[config.mk]
export PLATFORM = sky130hd
export DESIGN_NAME = pdmcu_top
export DESIGN_NICKNAME = d
export VERILOG_FILES = /design/src/pdmcu_pkg.sv /design/src/pdmcu_top.sv /design/src/pdmcu_word_ser.sv
export SDC_FILE = /design/constraint.sdc
export NUM_CORES = 1
export LEC_CHECK = 0
export BUFFER_PORTS_ARGS = -buffer_cell sky130_fd_sc_hd__buf_4
export CORE_UTILIZATION = 62
export CTS_BUF_LIST = sky130_fd_sc_hd__clkbuf_16
export DETAILED_ROUTE_END_ITERATION = 10
export HOLD_SLACK_MARGIN = 0.12
export PLACE_DENSITY_LB_ADDON = 0.15
export SKIP_LAST_GASP = 1
export SLEW_MARGIN = 5
export SYNTH_ARGS = -nofsm -noshare
export SYNTH_HDL_FRONTEND = slang
export SYNTH_SLANG_ARGS = --single-unit
[constraint.sdc]
create_clock -name clk -period 6 [get_ports clk]
set_clock_uncertainty 0.15 [all_clocks]
set_input_delay 0.3 -clock clk [delete_from_list [all_inputs] [get_ports clk]]
set_output_delay 0.3 -clock clk [all_outputs]
set_load 0.03 [all_outputs]
[src/pdmcu_pkg.sv]
// constants and carrier types of the device memory command unit
// Summary of operation
// - bit units: one nibble per point, first high
// - word units of bits: sixteen points, low byte first
// - word devices: one 16-bit value, low first
// - non-integer word content returned raw
// - 00h reads bits, at most 256 points
// - 01h reads 32 bit-words or 64 words
// - 02h writes bits, at most 160 points
// - 03h writes 10 bit-words or 64 words
// - 04h sets/resets listed bits, 80 points
// - 05h random word write, 10, no C200-C255
// - 13h requests run, 14h requests stop
// - 15h returns the model name code
// - 16h echoes up to 254 bytes
// - multi-byte values travel low byte first
// - binary data code only; ascii setting answered 52h
`default_nettype none
package pdmcu_pkg;
   // command codes
   localparam logic [7:0] CMD_RD_BIT  = 8'h00;
   localparam logic [7:0] CMD_RD_WORD = 8'h01;
   localparam logic [7:0] CMD_WR_BIT  = 8'h02;
   localparam logic [7:0] CMD_WR_WORD = 8'h03;
   localparam logic [7:0] CMD_TST_BIT = 8'h04;
   localparam logic [7:0] CMD_TST_WRD = 8'h05;
   localparam logic [7:0] CMD_RUN     = 8'h13;
   localparam logic [7:0] CMD_STOP    = 8'h14;
   localparam logic [7:0] CMD_MODEL   = 8'h15;
   localparam logic [7:0] CMD_LOOP    = 8'h16;
   // point limits per transfer
   localparam logic [15:0] LIM_RD_BIT  = 16'h0100;
   localparam logic [15:0] LIM_RD_BWRD = 16'h0020;
   localparam logic [15:0] LIM_WORD    = 16'h0040;
   localparam logic [15:0] LIM_WR_BIT  = 16'h00a0;
   localparam logic [15:0] LIM_WR_BWRD = 16'h000a;
   localparam logic [15:0] LIM_TST_BIT = 16'h0050;
   localparam logic [15:0] LIM_TST_WRD = 16'h000a;
   localparam logic [15:0] LIM_LOOP    = 16'h00fe;
   localparam logic [15:0] LIM_HI_CNT  = 16'h0020;
   // device code byte: bit 7 marks a word device
   localparam int          DEV_WORD_BIT = 7;
   localparam logic [7:0]  DEV_CNT_CUR  = 8'h83;
   localparam logic [15:0] CNT_HI_FIRST = 16'h00c8;
   // answer status bytes
   localparam logic [7:0] STS_OK   = 8'h00;
   localparam logic [7:0] STS_CMD  = 8'h50;
   localparam logic [7:0] STS_CNT  = 8'h51;
   localparam logic [7:0] STS_MODE = 8'h52;
   localparam logic [7:0] STS_DEV  = 8'h53;
   // header byte counts
   localparam logic [2:0] HDR_BATCH = 3'd5;
   localparam logic [2:0] HDR_COUNT = 3'd1;
   localparam logic [2:0] HDR_NONE  = 3'd0;
   // one access to controller device memory
   typedef struct packed {
      logic        we;     // write when set
      logic        wmode;  // sixteen points / one word when set
      logic [7:0]  code;   // device code
      logic [15:0] num;    // device number
      logic [15:0] wdata;  // bit in wdata[0] when wmode clear
   } pdmcu_mem_req_s;
   // one byte on the response stream
   typedef struct packed {
      logic [7:0] data;
      logic       last;
   } pdmcu_byte_s;
endpackage
`default_nettype wire

[src/pdmcu_top.sv]
// binary device memory command interpreter
`default_nettype none
module pdmcu_top (
   input  wire logic         clk,
   input  wire logic         arst_n,
   input  wire logic         ascii_mode,
   input  wire logic [15:0]  model_code,
   input  wire logic         rx_valid,
   input  wire logic [7:0]   rx_data,
   output logic              rx_ready,
   output logic              tx_valid,
   output pdmcu_pkg::pdmcu_byte_s tx,
   input  wire logic         tx_ready,
   output logic              mem_valid,
   output pdmcu_pkg::pdmcu_mem_req_s mem_req,
   input  wire logic         mem_done,
   input  wire logic [15:0]  mem_rdata,
   output logic              run_req,
   output logic              stop_req
);
   typedef enum logic [3:0] {
      ST_CMD, ST_HDR, ST_CHECK, ST_DRAIN, ST_STAT, ST_RD_MEM, ST_RD_TX,
      ST_WR_RX, ST_WR_MEM, ST_MODEL, ST_ECHO
   } pdmcu_state_e;

   pdmcu_state_e state, next_state;
   logic [7:0]  cmd, next_cmd, code, next_code, err, next_err;
   logic [15:0] num, next_num, cnt, next_cnt, idx, next_idx;
   logic [15:0] drain, next_drain, wbuf, next_wbuf;
   logic [39:0] sbuf, next_sbuf;
   logic [2:0]  hcnt, next_hcnt, bcnt, next_bcnt;
   logic        half, next_half, go, next_go;
   logic        run_q, next_run, stop_q, next_stop;
   pdmcu_pkg::pdmcu_mem_req_s mreq, next_mreq;
   // serialiser controls
   logic        pk_start, pk_two, pk_last, pk_idle;
   logic [15:0] pk_word;
   // decode helpers
   logic        rx_take, wdev, hi_cnt, bad05;
   logic [2:0]  hdr_len, need;
   logic [15:0] h_num, h_cnt, lim, last_num, step;
   logic [7:0]  h_code, chk;

   pdmcu_word_ser u_ser (
      .clk      (clk),
      .arst_n   (arst_n),
      .start    (pk_start),
      .two      (pk_two),
      .last     (pk_last),
      .word     (pk_word),
      .idle     (pk_idle),
      .tx_valid (tx_valid),
      .tx       (tx),
      .tx_ready (tx_ready)
   );

   ////////////////////////////////////////////////////////////////////
   // header layout and per-command limits
   always_comb begin
      unique case (rx_data)
         pdmcu_pkg::CMD_RD_BIT, pdmcu_pkg::CMD_RD_WORD,
         pdmcu_pkg::CMD_WR_BIT, pdmcu_pkg::CMD_WR_WORD:
            hdr_len = pdmcu_pkg::HDR_BATCH;
         pdmcu_pkg::CMD_TST_BIT, pdmcu_pkg::CMD_TST_WRD,
         pdmcu_pkg::CMD_LOOP:
            hdr_len = pdmcu_pkg::HDR_COUNT;
         default: hdr_len = pdmcu_pkg::HDR_NONE;
      endcase
      // batch headers: code, number L/H, count L/H
      if (hdr_len_batch(cmd)) begin
         h_code = sbuf[7:0];
         h_num  = sbuf[23:8];
         h_cnt  = sbuf[39:24];
      end else begin
         h_code = 8'h00;
         h_num  = 16'h0000;
         h_cnt  = {8'h00, sbuf[39:32]};
      end
      wdev     = h_code[pdmcu_pkg::DEV_WORD_BIT];
      last_num = h_num + h_cnt - 16'h0001;
      hi_cnt   = (h_code == pdmcu_pkg::DEV_CNT_CUR)
                 && (last_num >= pdmcu_pkg::CNT_HI_FIRST);
      unique case (cmd)
         pdmcu_pkg::CMD_RD_BIT:  lim = pdmcu_pkg::LIM_RD_BIT;
         pdmcu_pkg::CMD_RD_WORD: lim = wdev ? pdmcu_pkg::LIM_WORD
                                            : pdmcu_pkg::LIM_RD_BWRD;
         pdmcu_pkg::CMD_WR_BIT:  lim = pdmcu_pkg::LIM_WR_BIT;
         pdmcu_pkg::CMD_WR_WORD: lim = wdev ? pdmcu_pkg::LIM_WORD
                                            : pdmcu_pkg::LIM_WR_BWRD;
         pdmcu_pkg::CMD_TST_BIT: lim = pdmcu_pkg::LIM_TST_BIT;
         pdmcu_pkg::CMD_TST_WRD: lim = pdmcu_pkg::LIM_TST_WRD;
         pdmcu_pkg::CMD_LOOP:    lim = pdmcu_pkg::LIM_LOOP;
         default:                lim = 16'hffff;
      endcase
      // only binary code is served; ascii setting is answered abnormal
      chk = pdmcu_pkg::STS_OK;
      if (ascii_mode)
         chk = pdmcu_pkg::STS_MODE;
      else if (!known(cmd))
         chk = pdmcu_pkg::STS_CMD;
      else if (hdr_len_cnt(cmd) && (h_cnt == 16'h0000 || h_cnt > lim))
         chk = pdmcu_pkg::STS_CNT;
      else if (hdr_len_batch(cmd) && hi_cnt
               && (h_cnt > pdmcu_pkg::LIM_HI_CNT
                   || h_num < pdmcu_pkg::CNT_HI_FIRST))
         chk = pdmcu_pkg::STS_CNT;          // guarded anyway
      else if ((cmd == pdmcu_pkg::CMD_RD_WORD
                || cmd == pdmcu_pkg::CMD_WR_WORD)
               && !wdev && h_num[3:0] != 4'h0)
         chk = pdmcu_pkg::STS_DEV;
      // bytes per write unit
      unique case (cmd)
         pdmcu_pkg::CMD_WR_BIT:  need = 3'd1;
         pdmcu_pkg::CMD_WR_WORD: need = 3'd2;
         pdmcu_pkg::CMD_TST_BIT: need = 3'd4;
         pdmcu_pkg::CMD_TST_WRD: need = 3'd5;
         default:                need = 3'd1;
      endcase
      step  = (code[pdmcu_pkg::DEV_WORD_BIT] || cmd == pdmcu_pkg::CMD_RD_BIT
               || cmd == pdmcu_pkg::CMD_WR_BIT) ? idx : {idx[11:0], 4'h0};
      bad05 = (cmd == pdmcu_pkg::CMD_TST_WRD)
              && (sbuf[7:0] == pdmcu_pkg::DEV_CNT_CUR)
              && (sbuf[23:8] >= pdmcu_pkg::CNT_HI_FIRST);
   end

   function automatic logic hdr_len_batch(input logic [7:0] c);
      return c <= pdmcu_pkg::CMD_WR_WORD;
   endfunction

   function automatic logic hdr_len_cnt(input logic [7:0] c);
      return c <= pdmcu_pkg::CMD_TST_WRD || c == pdmcu_pkg::CMD_LOOP;
   endfunction

   function automatic logic known(input logic [7:0] c);
      return hdr_len_cnt(c) || c == pdmcu_pkg::CMD_RUN
             || c == pdmcu_pkg::CMD_STOP || c == pdmcu_pkg::CMD_MODEL;
   endfunction

   ////////////////////////////////////////////////////////////////////
   // command sequencer
   always_comb begin
      next_state = state;
      next_cmd   = cmd;
      next_code  = code;
      next_err   = err;
      next_num   = num;
      next_cnt   = cnt;
      next_idx   = idx;
      next_drain = drain;
      next_wbuf  = wbuf;
      next_sbuf  = sbuf;
      next_hcnt  = hcnt;
      next_bcnt  = bcnt;
      next_half  = half;
      next_go    = go;
      next_mreq  = mreq;
      next_run   = 1'b0;
      next_stop  = 1'b0;
      pk_start   = 1'b0;
      pk_two     = 1'b0;
      pk_last    = 1'b0;
      pk_word    = 16'h0000;
      rx_ready   = 1'b0;
      rx_take    = 1'b0;
      unique case (state)
         ST_CMD: begin
            rx_ready = 1'b1;
            if (rx_valid) begin
               next_cmd  = rx_data;
               next_hcnt = hdr_len;
               next_idx  = 16'h0000;
               next_half = 1'b0;
               next_bcnt = 3'd0;
               next_sbuf = 40'h0;
               next_state = (hdr_len == 3'd0) ? ST_CHECK : ST_HDR;
            end
         end
         ST_HDR: begin
            rx_ready = 1'b1;
            if (rx_valid) begin
               next_sbuf = {rx_data, sbuf[39:8]};
               next_hcnt = hcnt - 3'd1;
               if (hcnt == 3'd1)
                  next_state = ST_CHECK;
            end
         end
         ST_CHECK: begin
            next_code = h_code;
            next_num  = h_num;
            next_cnt  = h_cnt;
            next_err  = chk;
            // a refused frame still has its payload swallowed
            unique case (cmd)
               pdmcu_pkg::CMD_WR_BIT:  next_drain = (h_cnt + 16'h1) >> 1;
               pdmcu_pkg::CMD_WR_WORD: next_drain = h_cnt << 1;
               pdmcu_pkg::CMD_TST_BIT: next_drain = h_cnt << 2;
               pdmcu_pkg::CMD_TST_WRD: next_drain = (h_cnt << 2) + h_cnt;
               pdmcu_pkg::CMD_LOOP:    next_drain = h_cnt;
               default:                next_drain = 16'h0000;
            endcase
            if (chk != pdmcu_pkg::STS_OK || ascii_mode)
               next_state = (next_drain == 16'h0000 || !known(cmd))
                            ? ST_STAT : ST_DRAIN;
            else if (cmd >= pdmcu_pkg::CMD_WR_BIT
                     && cmd <= pdmcu_pkg::CMD_TST_WRD)
               next_state = ST_WR_RX;
            else begin
               next_run   = (cmd == pdmcu_pkg::CMD_RUN);
               next_stop  = (cmd == pdmcu_pkg::CMD_STOP);
               next_state = ST_STAT;
            end
         end
         ST_DRAIN: begin
            rx_ready = 1'b1;
            if (rx_valid) begin
               next_drain = drain - 16'h0001;
               if (drain == 16'h0001)
                  next_state = ST_STAT;
            end
         end
         ST_STAT: if (pk_idle) begin
            pk_start = 1'b1;
            pk_word  = {8'h00, err};
            pk_last  = err != pdmcu_pkg::STS_OK
                       || !(cmd == pdmcu_pkg::CMD_RD_BIT
                            || cmd == pdmcu_pkg::CMD_RD_WORD
                            || cmd == pdmcu_pkg::CMD_MODEL
                            || cmd == pdmcu_pkg::CMD_LOOP);
            if (pk_last)
               next_state = ST_CMD;
            else if (cmd == pdmcu_pkg::CMD_MODEL)
               next_state = ST_MODEL;
            else if (cmd == pdmcu_pkg::CMD_LOOP)
               next_state = ST_ECHO;
            else
               next_state = ST_RD_MEM;
         end
         ST_RD_MEM: begin
            if (!go) begin
               next_go         = 1'b1;
               next_mreq.we    = 1'b0;
               next_mreq.wmode = (cmd == pdmcu_pkg::CMD_RD_WORD);
               next_mreq.code  = code;
               next_mreq.num   = num + step;
               next_mreq.wdata = 16'h0000;
            end else if (mem_done) begin
               next_go  = 1'b0;
               next_idx = idx + 16'h0001;
               if (cmd == pdmcu_pkg::CMD_RD_WORD) begin
                  next_wbuf  = mem_rdata;
                  next_state = ST_RD_TX;
               end else if (!half) begin
                  next_wbuf  = {11'h000, mem_rdata[0], 4'h0};
                  next_half  = 1'b1;
                  if (next_idx == cnt)
                     next_state = ST_RD_TX;
               end else begin
                  next_wbuf[0] = mem_rdata[0];
                  next_state   = ST_RD_TX;
               end
            end
         end
         ST_RD_TX: if (pk_idle) begin
            pk_start   = 1'b1;
            pk_word    = wbuf;
            pk_two     = (cmd == pdmcu_pkg::CMD_RD_WORD);
            pk_last    = (idx == cnt);
            next_half  = 1'b0;
            next_state = pk_last ? ST_CMD : ST_RD_MEM;
         end
         ST_WR_RX: begin
            rx_ready = 1'b1;
            if (rx_valid) begin
               next_sbuf = {rx_data, sbuf[39:8]};
               next_bcnt = bcnt + 3'd1;
               if (next_bcnt == need) begin
                  next_bcnt  = 3'd0;
                  next_state = ST_WR_MEM;
               end
            end
         end
         ST_WR_MEM: begin
            rx_take = go && mem_done || !go && bad05;
            if (!go && !bad05) begin
               next_go         = 1'b1;
               next_mreq.we    = 1'b1;
               next_mreq.code  = code;
               next_mreq.num   = num + step;
               next_mreq.wmode = 1'b0;
               next_mreq.wdata = 16'h0000;
               unique case (cmd)
                  pdmcu_pkg::CMD_WR_BIT:
                     next_mreq.wdata[0] = half ? sbuf[32] : sbuf[36];
                  pdmcu_pkg::CMD_WR_WORD: begin
                     next_mreq.wmode = 1'b1;
                     next_mreq.wdata = sbuf[39:24];
                  end
                  pdmcu_pkg::CMD_TST_BIT: begin
                     next_mreq.code     = sbuf[15:8];
                     next_mreq.num      = sbuf[31:16];
                     next_mreq.wdata[0] = |sbuf[39:32];
                  end
                  default: begin
                     next_mreq.wmode = 1'b1;
                     next_mreq.code  = sbuf[7:0];
                     next_mreq.num   = sbuf[23:8];
                     next_mreq.wdata = sbuf[39:24];
                  end
               endcase
            end
            if (rx_take) begin
               next_go  = 1'b0;
               next_idx = idx + 16'h0001;
               if (bad05)
                  next_err = pdmcu_pkg::STS_DEV;
               next_half = (cmd == pdmcu_pkg::CMD_WR_BIT) && !half
                           && (next_idx != cnt);
               if (next_idx == cnt)
                  next_state = ST_STAT;
               else if (!next_half)
                  next_state = ST_WR_RX;
            end
         end
         ST_MODEL: if (pk_idle) begin
            pk_start   = 1'b1;
            pk_two     = 1'b1;
            pk_last    = 1'b1;
            pk_word    = model_code;
            next_state = ST_CMD;
         end
         ST_ECHO: begin
            // one byte in flight keeps the echo unbuffered
            rx_ready = pk_idle;
            if (rx_valid && pk_idle) begin
               pk_start   = 1'b1;
               pk_word    = {8'h00, rx_data};
               next_idx   = idx + 16'h0001;
               pk_last    = (next_idx == cnt);
               if (pk_last)
                  next_state = ST_CMD;
            end
         end
      endcase
   end

   always_ff @(posedge clk or negedge arst_n) begin
      if (!arst_n) begin
         state  <= ST_CMD;
         cmd    <= 8'h00;
         code   <= 8'h00;
         err    <= 8'h00;
         num    <= 16'h0000;
         cnt    <= 16'h0000;
         idx    <= 16'h0000;
         drain  <= 16'h0000;
         wbuf   <= 16'h0000;
         sbuf   <= 40'h0;
         hcnt   <= 3'd0;
         bcnt   <= 3'd0;
         half   <= 1'b0;
         go     <= 1'b0;
         mreq   <= '0;
         run_q  <= 1'b0;
         stop_q <= 1'b0;
      end else begin
         state  <= next_state;
         cmd    <= next_cmd;
         code   <= next_code;
         err    <= next_err;
         num    <= next_num;
         cnt    <= next_cnt;
         idx    <= next_idx;
         drain  <= next_drain;
         wbuf   <= next_wbuf;
         sbuf   <= next_sbuf;
         hcnt   <= next_hcnt;
         bcnt   <= next_bcnt;
         half   <= next_half;
         go     <= next_go;
         mreq   <= next_mreq;
         run_q  <= next_run;
         stop_q <= next_stop;
      end
   end

   // memory request stands from its register until mem_done
   assign mem_valid = go;
   assign mem_req   = mreq;
   assign run_req   = run_q;
   assign stop_req  = stop_q;
endmodule
`default_nettype wire

[src/pdmcu_word_ser.sv]
// serialiser sending one byte or a 16-bit word low byte first
`default_nettype none
module pdmcu_word_ser (
   input  wire logic         clk,
   input  wire logic         arst_n,
   input  wire logic         start,
   input  wire logic         two,
   input  wire logic         last,
   input  wire logic [15:0]  word,
   output logic              idle,
   output logic              tx_valid,
   output pdmcu_pkg::pdmcu_byte_s tx,
   input  wire logic         tx_ready
);
   logic       valid, next_valid;
   logic       pend, next_pend;
   logic       lastw, next_lastw;
   logic [7:0] hi, next_hi;
   pdmcu_pkg::pdmcu_byte_s cur, next_cur;

   ////////////////////////////////////////////////////////////////////
   // next byte; high half waits behind low half
   always_comb begin
      next_valid = valid;
      next_pend  = pend;
      next_lastw = lastw;
      next_hi    = hi;
      next_cur   = cur;
      if (start && !valid) begin
         next_valid    = 1'b1;
         next_pend     = two;
         next_lastw    = last;
         next_hi       = word[15:8];
         next_cur.data = word[7:0];
         next_cur.last = last && !two;
      end else if (valid && tx_ready) begin
         if (pend) begin
            next_pend     = 1'b0;
            next_cur.data = hi;
            next_cur.last = lastw;
         end else begin
            next_valid = 1'b0;
         end
      end
   end

   always_ff @(posedge clk or negedge arst_n) begin
      if (!arst_n) begin
         valid <= 1'b0;
         pend  <= 1'b0;
         lastw <= 1'b0;
         hi    <= 8'h00;
         cur   <= '0;
      end else begin
         valid <= next_valid;
         pend  <= next_pend;
         lastw <= next_lastw;
         hi    <= next_hi;
         cur   <= next_cur;
      end
   end

   assign idle     = !valid;
   assign tx_valid = valid;
   assign tx       = cur;
endmodule
`default_nettype wire

# Yosys cells after proc, flatten, opt, wreduce, memory -nomap -nowiden
# Cells that the tools add are included.
[totals]
regBits = 220
in_bits = 46
output_inout_bits = 56
wordCells = 305
[classes]
addsub = 9
n_lt_le_gt_ge = 8
eq_ne = 58
n_mux = 118
reduce_logical = 84
[ops]
columns = ["op", "count"]
rows = [
  ["16-bit two-way mux", 13],
  ["16-bit one-hot mux with 4 select lines", 2],
  ["16-bit one-hot mux with 7 select lines", 1],
  ["4-bit two-way mux", 23],
  ["42-bit two-way mux", 2],
  ["42-bit one-hot mux with 2 select lines", 1],
  ["40-bit two-way mux", 2],
  ["16-bit one-hot mux with 5 select lines", 1],
  ["40-bit one-hot mux with 2 select lines", 1],
  ["7-bit two-way mux", 7],
  ["16-bit adder", 3],
  ["24-bit one-hot mux with 2 select lines", 1],
  ["4-bit one-hot mux with 11 select lines", 1],
  ["8-bit by 5-bit == test with 1-bit output, second input constant", 5],
  ["8-bit two-way mux", 5],
  ["2-bit != test, second input constant", 20],
  ["16-bit by 1-bit adder with 16-bit output, second input constant", 2],
  ["16-bit == test", 2],
  ["8-bit by 2-bit == test with 1-bit output, second input constant", 4],
  ["8-bit by 3-bit == test with 1-bit output, second input constant", 4],
  ["16-bit by 8-bit greater-or-equal comparator with 1-bit output, second input constant", 2],
  ["16-bit zero test", 2],
  ["16-bit one-hot mux with 2 select lines", 1],
  ["16-bit by 1-bit subtractor with 16-bit output, second input constant", 2],
  ["50 further kinds", 170],
]

# Depth between registers and ports, before layout
[depth]
depth_word = 16
depth_mapped = 23
depth_no_buf = 17

# Modules after synthesis
# Synthesis repeated with hierarchy kept, for this count alone.
[hier_totals]
cells_unflattened = 1920
hier_area_um2 = 15513.6
[modules_own_cells]
columns = ["module", "n_inst", "cells_per_inst", "area_each_um2", "seq_area_each_um2"]
rows = [
  ["pdmcu_top", 1, 1850, 14606.5, 4879.7],
  ["pdmcu_word_ser", 1, 70, 907.1, 500.5],
]

# Worst setup path before layout
# No wires, ideal clock.
[synth_path]
path_kind = "register -> register"
start = "register cmd[4]"
end = "register state[0]"
setup_time_ns = 0.134
t_arrival_ns = 5.041
required_ns = 5.716
path_slack_ns = 0.676
path_stages_with_launch = 22
path_buffers = 5
period_less_slack_ns = 5.324
path_cell_list = "dfrtp_1 buf_6 or4_4 nor2_4 buf_2 buf_2 buf_1 buf_1 nand2_1 ha_1 inv_1 ha_1 a21o_1 a221oi_1 a2111oi_0 nor4b_1 o32ai_1 o41ai_1 nand3_1 or2_2 o31ai_2 a21oi_1"
[synth_via]
elab_chain_cells = 16
word_cells_on_any_way = 86
classes_between = "4 x add/sub; 7 x order compare; 15 x eq/ne; 25 x mux; 35 x reduce/logical"
[synth_rtl]
columns = ["item", "line_no", "text"]
rows = [
  ["start: declaration", "pdmcu_top.sv:27", "logic [7:0] cmd, next_cmd, code, next_code, err, next_err;"],
  ["start signal: assignment", "pdmcu_top.sv:367", "cmd <= next_cmd;"],
  ["8-bit by 2-bit less-or-equal comparator with 1-bit output", "pdmcu_top.sv:127", "return c <= pdmcu_pkg::CMD_WR_WORD;"],
  ["16-bit two-way mux", "pdmcu_top.sv:70", "if (hdr_len_batch(cmd)) begin"],
  ["16-bit adder", "pdmcu_top.sv:80", "last_num = h_num + h_cnt - 16'h0001;"],
  ["16-bit by 1-bit subtractor with 16-bit output", "pdmcu_top.sv:80", ""],
  ["16-bit by 8-bit greater-or-equal comparator with 1-bit output", "pdmcu_top.sv:82", "&& (last_num >= pdmcu_pkg::CNT_HI_FIRST);"],
  ["1-bit logical AND", "pdmcu_top.sv:82", ""],
  ["1-bit logical AND", "pdmcu_top.sv:103", "else if (hdr_len_batch(cmd) && hi_cnt"],
  ["1-bit logical AND", "pdmcu_top.sv:104", "&& (h_cnt > pdmcu_pkg::LIM_HI_CNT"],
  ["7-bit two-way mux", "pdmcu_top.sv:103", ""],
  ["7-bit two-way mux", "pdmcu_top.sv:101", "else if (hdr_len_cnt(cmd) && (h_cnt == 16'h0000 || h_cnt > lim))"],
  ["7-bit two-way mux", "pdmcu_top.sv:99", "else if (!known(cmd))"],
  ["7-bit two-way mux", "pdmcu_top.sv:97", "if (ascii_mode)"],
  ["8-bit nonzero test", "pdmcu_top.sv:201", "if (chk != pdmcu_pkg::STS_OK || ascii_mode)"],
  ["1-bit logical OR", "pdmcu_top.sv:201", ""],
  ["3-bit two-way mux", "pdmcu_top.sv:201", ""],
  ["4-bit one-hot mux with 11 select lines", "pdmcu_top.sv:165", "unique case (state)"],
  ["end signal: assignment", "pdmcu_top.sv:366", "state <= next_state;"],
  ["end: declaration", "pdmcu_top.sv:26", "pdmcu_state_e state, next_state;"],
]
# Parallel ways exist; a longest one is shown, timed or not. The select of a mux whose other input is x is not followed.
# A chain may end at the register's enable or synchronous reset.

# Final worst setup path
# Ends and elaborated chain as after synthesis.

==> impl_metrics.yaml <==
status:
  outcome: "finished, final reports clean"
timing:
  drv_slew: 0
  worst_pin_slew_ns: 1.35
  period_share: 0.939
  setup_viol: 0
  final.min_clock_period_ns: 5.64
  rsz0062_at_grt: "false"
  final-hold-violation-count: 0
  fmax_mhz: 177
  fin_setup_tns_ns: 0
  hold_ws_ns: 0.212
  setup_ws_ns: 0.365
  slew_headroom: 0.0970
synthesis:
  ys_ff_latch: 215
  ys_warn_count: 0
  synth_top_family_by_area: "compound AO/OA/AOI/OAI gates"
  yosysMostFrequentCell: "nand2_1"
  synth_cell_types: 87
  synth_area_sq_mm: 0.0153
  synthCells: 1922
  synthSimpleGateAreaFrac: 0.218
  syn_area_per_cell_sq_um: 7.95
  yosys-top-cells-count: "nand2_1 (323), dfrtp_1 (215), o21ai_0 (213)"
  synth_edf_count: 0
  netlist.area_leader.share: 0.352
  synth-main-ff-cell: "dfrtp_1"
  yosys-top-cells-area: "dfrtp_1 (35%), nand2_1 (7.9%), o21ai_0 (7.0%)"
  synth_compound_area_frac: 0.235
  synth_mux_area_frac: 0.0307
  async_flop_share: 1.00
  synthAdderAreaFrac: 0.0595
  synth.yosys.seq_area_share: 0.352
  synth_top_area_cell: "dfrtp_1"
  synth-xor-area-share: 0.0505
  synth_nets: 2037
power_and_ir_drop:
  p_total_mw: 6.43
  powerDensity_mw_per_mm2: 367
  power_frac_comb: 0.457
  switching_power_mw: 2.91
  seq_power_share: 0.316
  p_leak_nw: 7.94
  pwr-share-clk: 0.227
  p_int_mw: 3.52
  p_sw_frac: 0.453
  peakVddDrop_uv: 311
placed_design:
  dpl-instance-area_sq_mm: 0.0162
  dp.cells: 2246
  routabilityCongestion: 1.01
  hpwl_microns: 37800
  portBuffers: 101
  dp_slack_ns: 0.508
die:
  rows: 57
  start_util: 0.630
  dieArea_sq_mm: 0.0253
  die_w_microns: 159
  die_y_microns: 159
  core-area_sq_mm: 0.0242
  io_pins: 102
detailed_routing:
  postRouteAntennaNets: 0
  vias: 15600
  wl_per_cell_microns: 23.5
  drt_wl_total_microns: 55000
  drt-vias-per-instance: 6.66
  drc: 0
  drt_iter0_markers: 2221
  dr.pass1.iters: 6
finish:
  fin_util: 0.722
  fin_area_sq_mm: 0.0175
  area_growth_pct: 14.6
  final_cells: 2338
  drive_gt1_frac: 0.116
  nNetsFinal: 2113
cts:
  post-cts-setup-buffer-count: 0
  htreeDepth: 1
  tritoncts: "yes"
  cts_resized: 0
  ctsRootBufferMaster: "clkbuf_16"
  postCtsHoldBufs: 49
  cts_buffer_depth: 3
  cts_sinks: 215
  cts_buffers: 25
  clkTransAtPathRegs_ns: 0.06
  insertion_delay_ns: 0.56
setup_path:
  cpPeakStageDelay_ns: 0.68
  cpMostUsedCell: "ha_1"
  cp.required_ns: 6.27
  critPathKind: "flop to flop"
  crit_arrival_ns: 5.90
  crit_chain: "or4_4 -> nor2_4 -> mux2i_1 -> ha_1 -> inv_1 -> ha_1 -> a21o_1 -> a221oi_1 -> a2111oi_0 -> nor4b_1 -> o32ai_1 -> o41ai_1 -> nand3_1 -> or2_2 -> o31ai_2 -> a21oi_1"
  rr_startpoint: "cmd[4]"
  crit_family: "simple AND/OR/NAND/NOR gates"
  crit_path_max_fanout: 12
  cp-end-kind: "flop"
  crit_slowest_cell: "or4_4"
  startpoint_type: "flop"
  path_buf_inv: 1
  startpoint: "cmd[4]"
grt:
  grt_pass1_wl_microns: 86100
  grt_usage: 0.435
  antenna_found_initial: 2
  grt_pass1_vias: 15500
  grt_max_degree: 95
  gr-total-overflow: 0
worst_hold_path:
  hold_path_class: "input pin to async pin"
flow_run:
  cap_violations: 0
## power by group through the flow
stage	Clock, mW	Combinational [mW]	Sequential, mW
final	1.46	2.94	2.04
after detailed placement	0	2.79	2.03
after floorplan	0	2.00	1.92
after CTS	1.46	2.83	2.01
after global placement	0	2.73	2.02
after global routing	1.52	3.18	2.05
## kinds of logic (layout without fill, tap and decap cells)
| logic type | count (synthesis) | after routing |
|---|---|---|
| muxes | 44 | 44 |
| DFF | 215 | 215 |
| buffers and inverters | 215 | 305 |
| AOI/OAI and AO/OA | 575 | 575 |
| other | 0 | 2 |
| xor gates and xnor gates | 88 | 88 |
| and+or+nand+nor | 713 | 713 |
| adders and majority gates | 72 | 72 |
## path summary, 6_finish.rpt
| check | endpoint | slack (ns) | cells past startpoint |
|---|---|---|---|
| min reg2reg | code[0] | 0.32 | 2 |
| max | state[0] | 0.36 | 16 |
| min in group clk | code[0] | 0.32 | 2 |
| min | mem_req[25] | 0.21 | 2 |
| max in group asynchronous | hcnt[1] | 4.05 | 3 |
| max reg2reg | state[0] | 0.36 | 16 |
## flip-flops by register name (all words and copies together) (netlist names), 3 cells and up
signal,count
cnt,16
num,16
drain,16
wbuf,16
idx,16
u_ser.hi,8
mem_req,42
bcnt,3
sbuf,40
hcnt,3
cmd,8
u_ser.tx,9
err,3
code,8
state,4
## cell usage in the layout, fill, tap and decap left out, drive strengths merged, types with 5 or more instances in the layout
master,netlist,layout
nand4,25,25
o21ai,217,217
a21oi,132,132
a22oi,39,39
and2,10,10
nand2b,14,14
a222oi,12,12
xor2,42,42
a21o,23,23
mux2,23,23
clkbuf,110,25
nand3,56,56
nor4,22,22
o21a,10,10
nand3b,8,8
dlygate4sd3,0,49
nand2,324,324
o2111ai,8,8
xnor2,46,46
o31ai,14,14
or4,9,9
buf,33,143
nor2,122,122
nor3,46,46
clkinv,0,5
a211oi,12,12
nor2b,20,20
o211ai,13,13
mux2i,21,21
a221oi,5,5
a31oi,13,13
a22o,17,17
or2,12,12
or3,9,9
ha,67,67
inv,72,81
dfrtp,215,215
a2111oi,7,7
and3,15,15
## worst register-to-register path: stages (launching register included)
cell and delay [ns]:
dfrtp_1 0.50, or4_4 0.69, nor2_4 0.33, mux2i_1 0.41
ha_1 0.31, inv_1 0.10, ha_1 0.24, a21o_1 0.19
a221oi_1 0.49, a2111oi_0 0.25, nor4b_1 0.36, o32ai_1 0.15
o41ai_1 0.38, nand3_1 0.34, or2_2 0.40, o31ai_2 0.11
a21oi_1 0.12
## layer usage
layer,vias to the layer above,GRT usage,routed length (microns)
met5,-,0,0
met4,0,0.257,3410
met3,214,0.0901,5910
met2,914,0.692,25000
met1,7415,0.550,20600
li1,7024,-,-
## final cells by class
cell class	instances	area, sq um
multi-input combinational	1492	9110
fill	1898	6740
sequential	215	5380
timing repair buffer	192	1570
clock buffer	25	626
tap	324	405
inverter	72	270
clock inverter	16	135
antenna	2	5.00
Note: power is estimated with default switching activity, not from simulation.
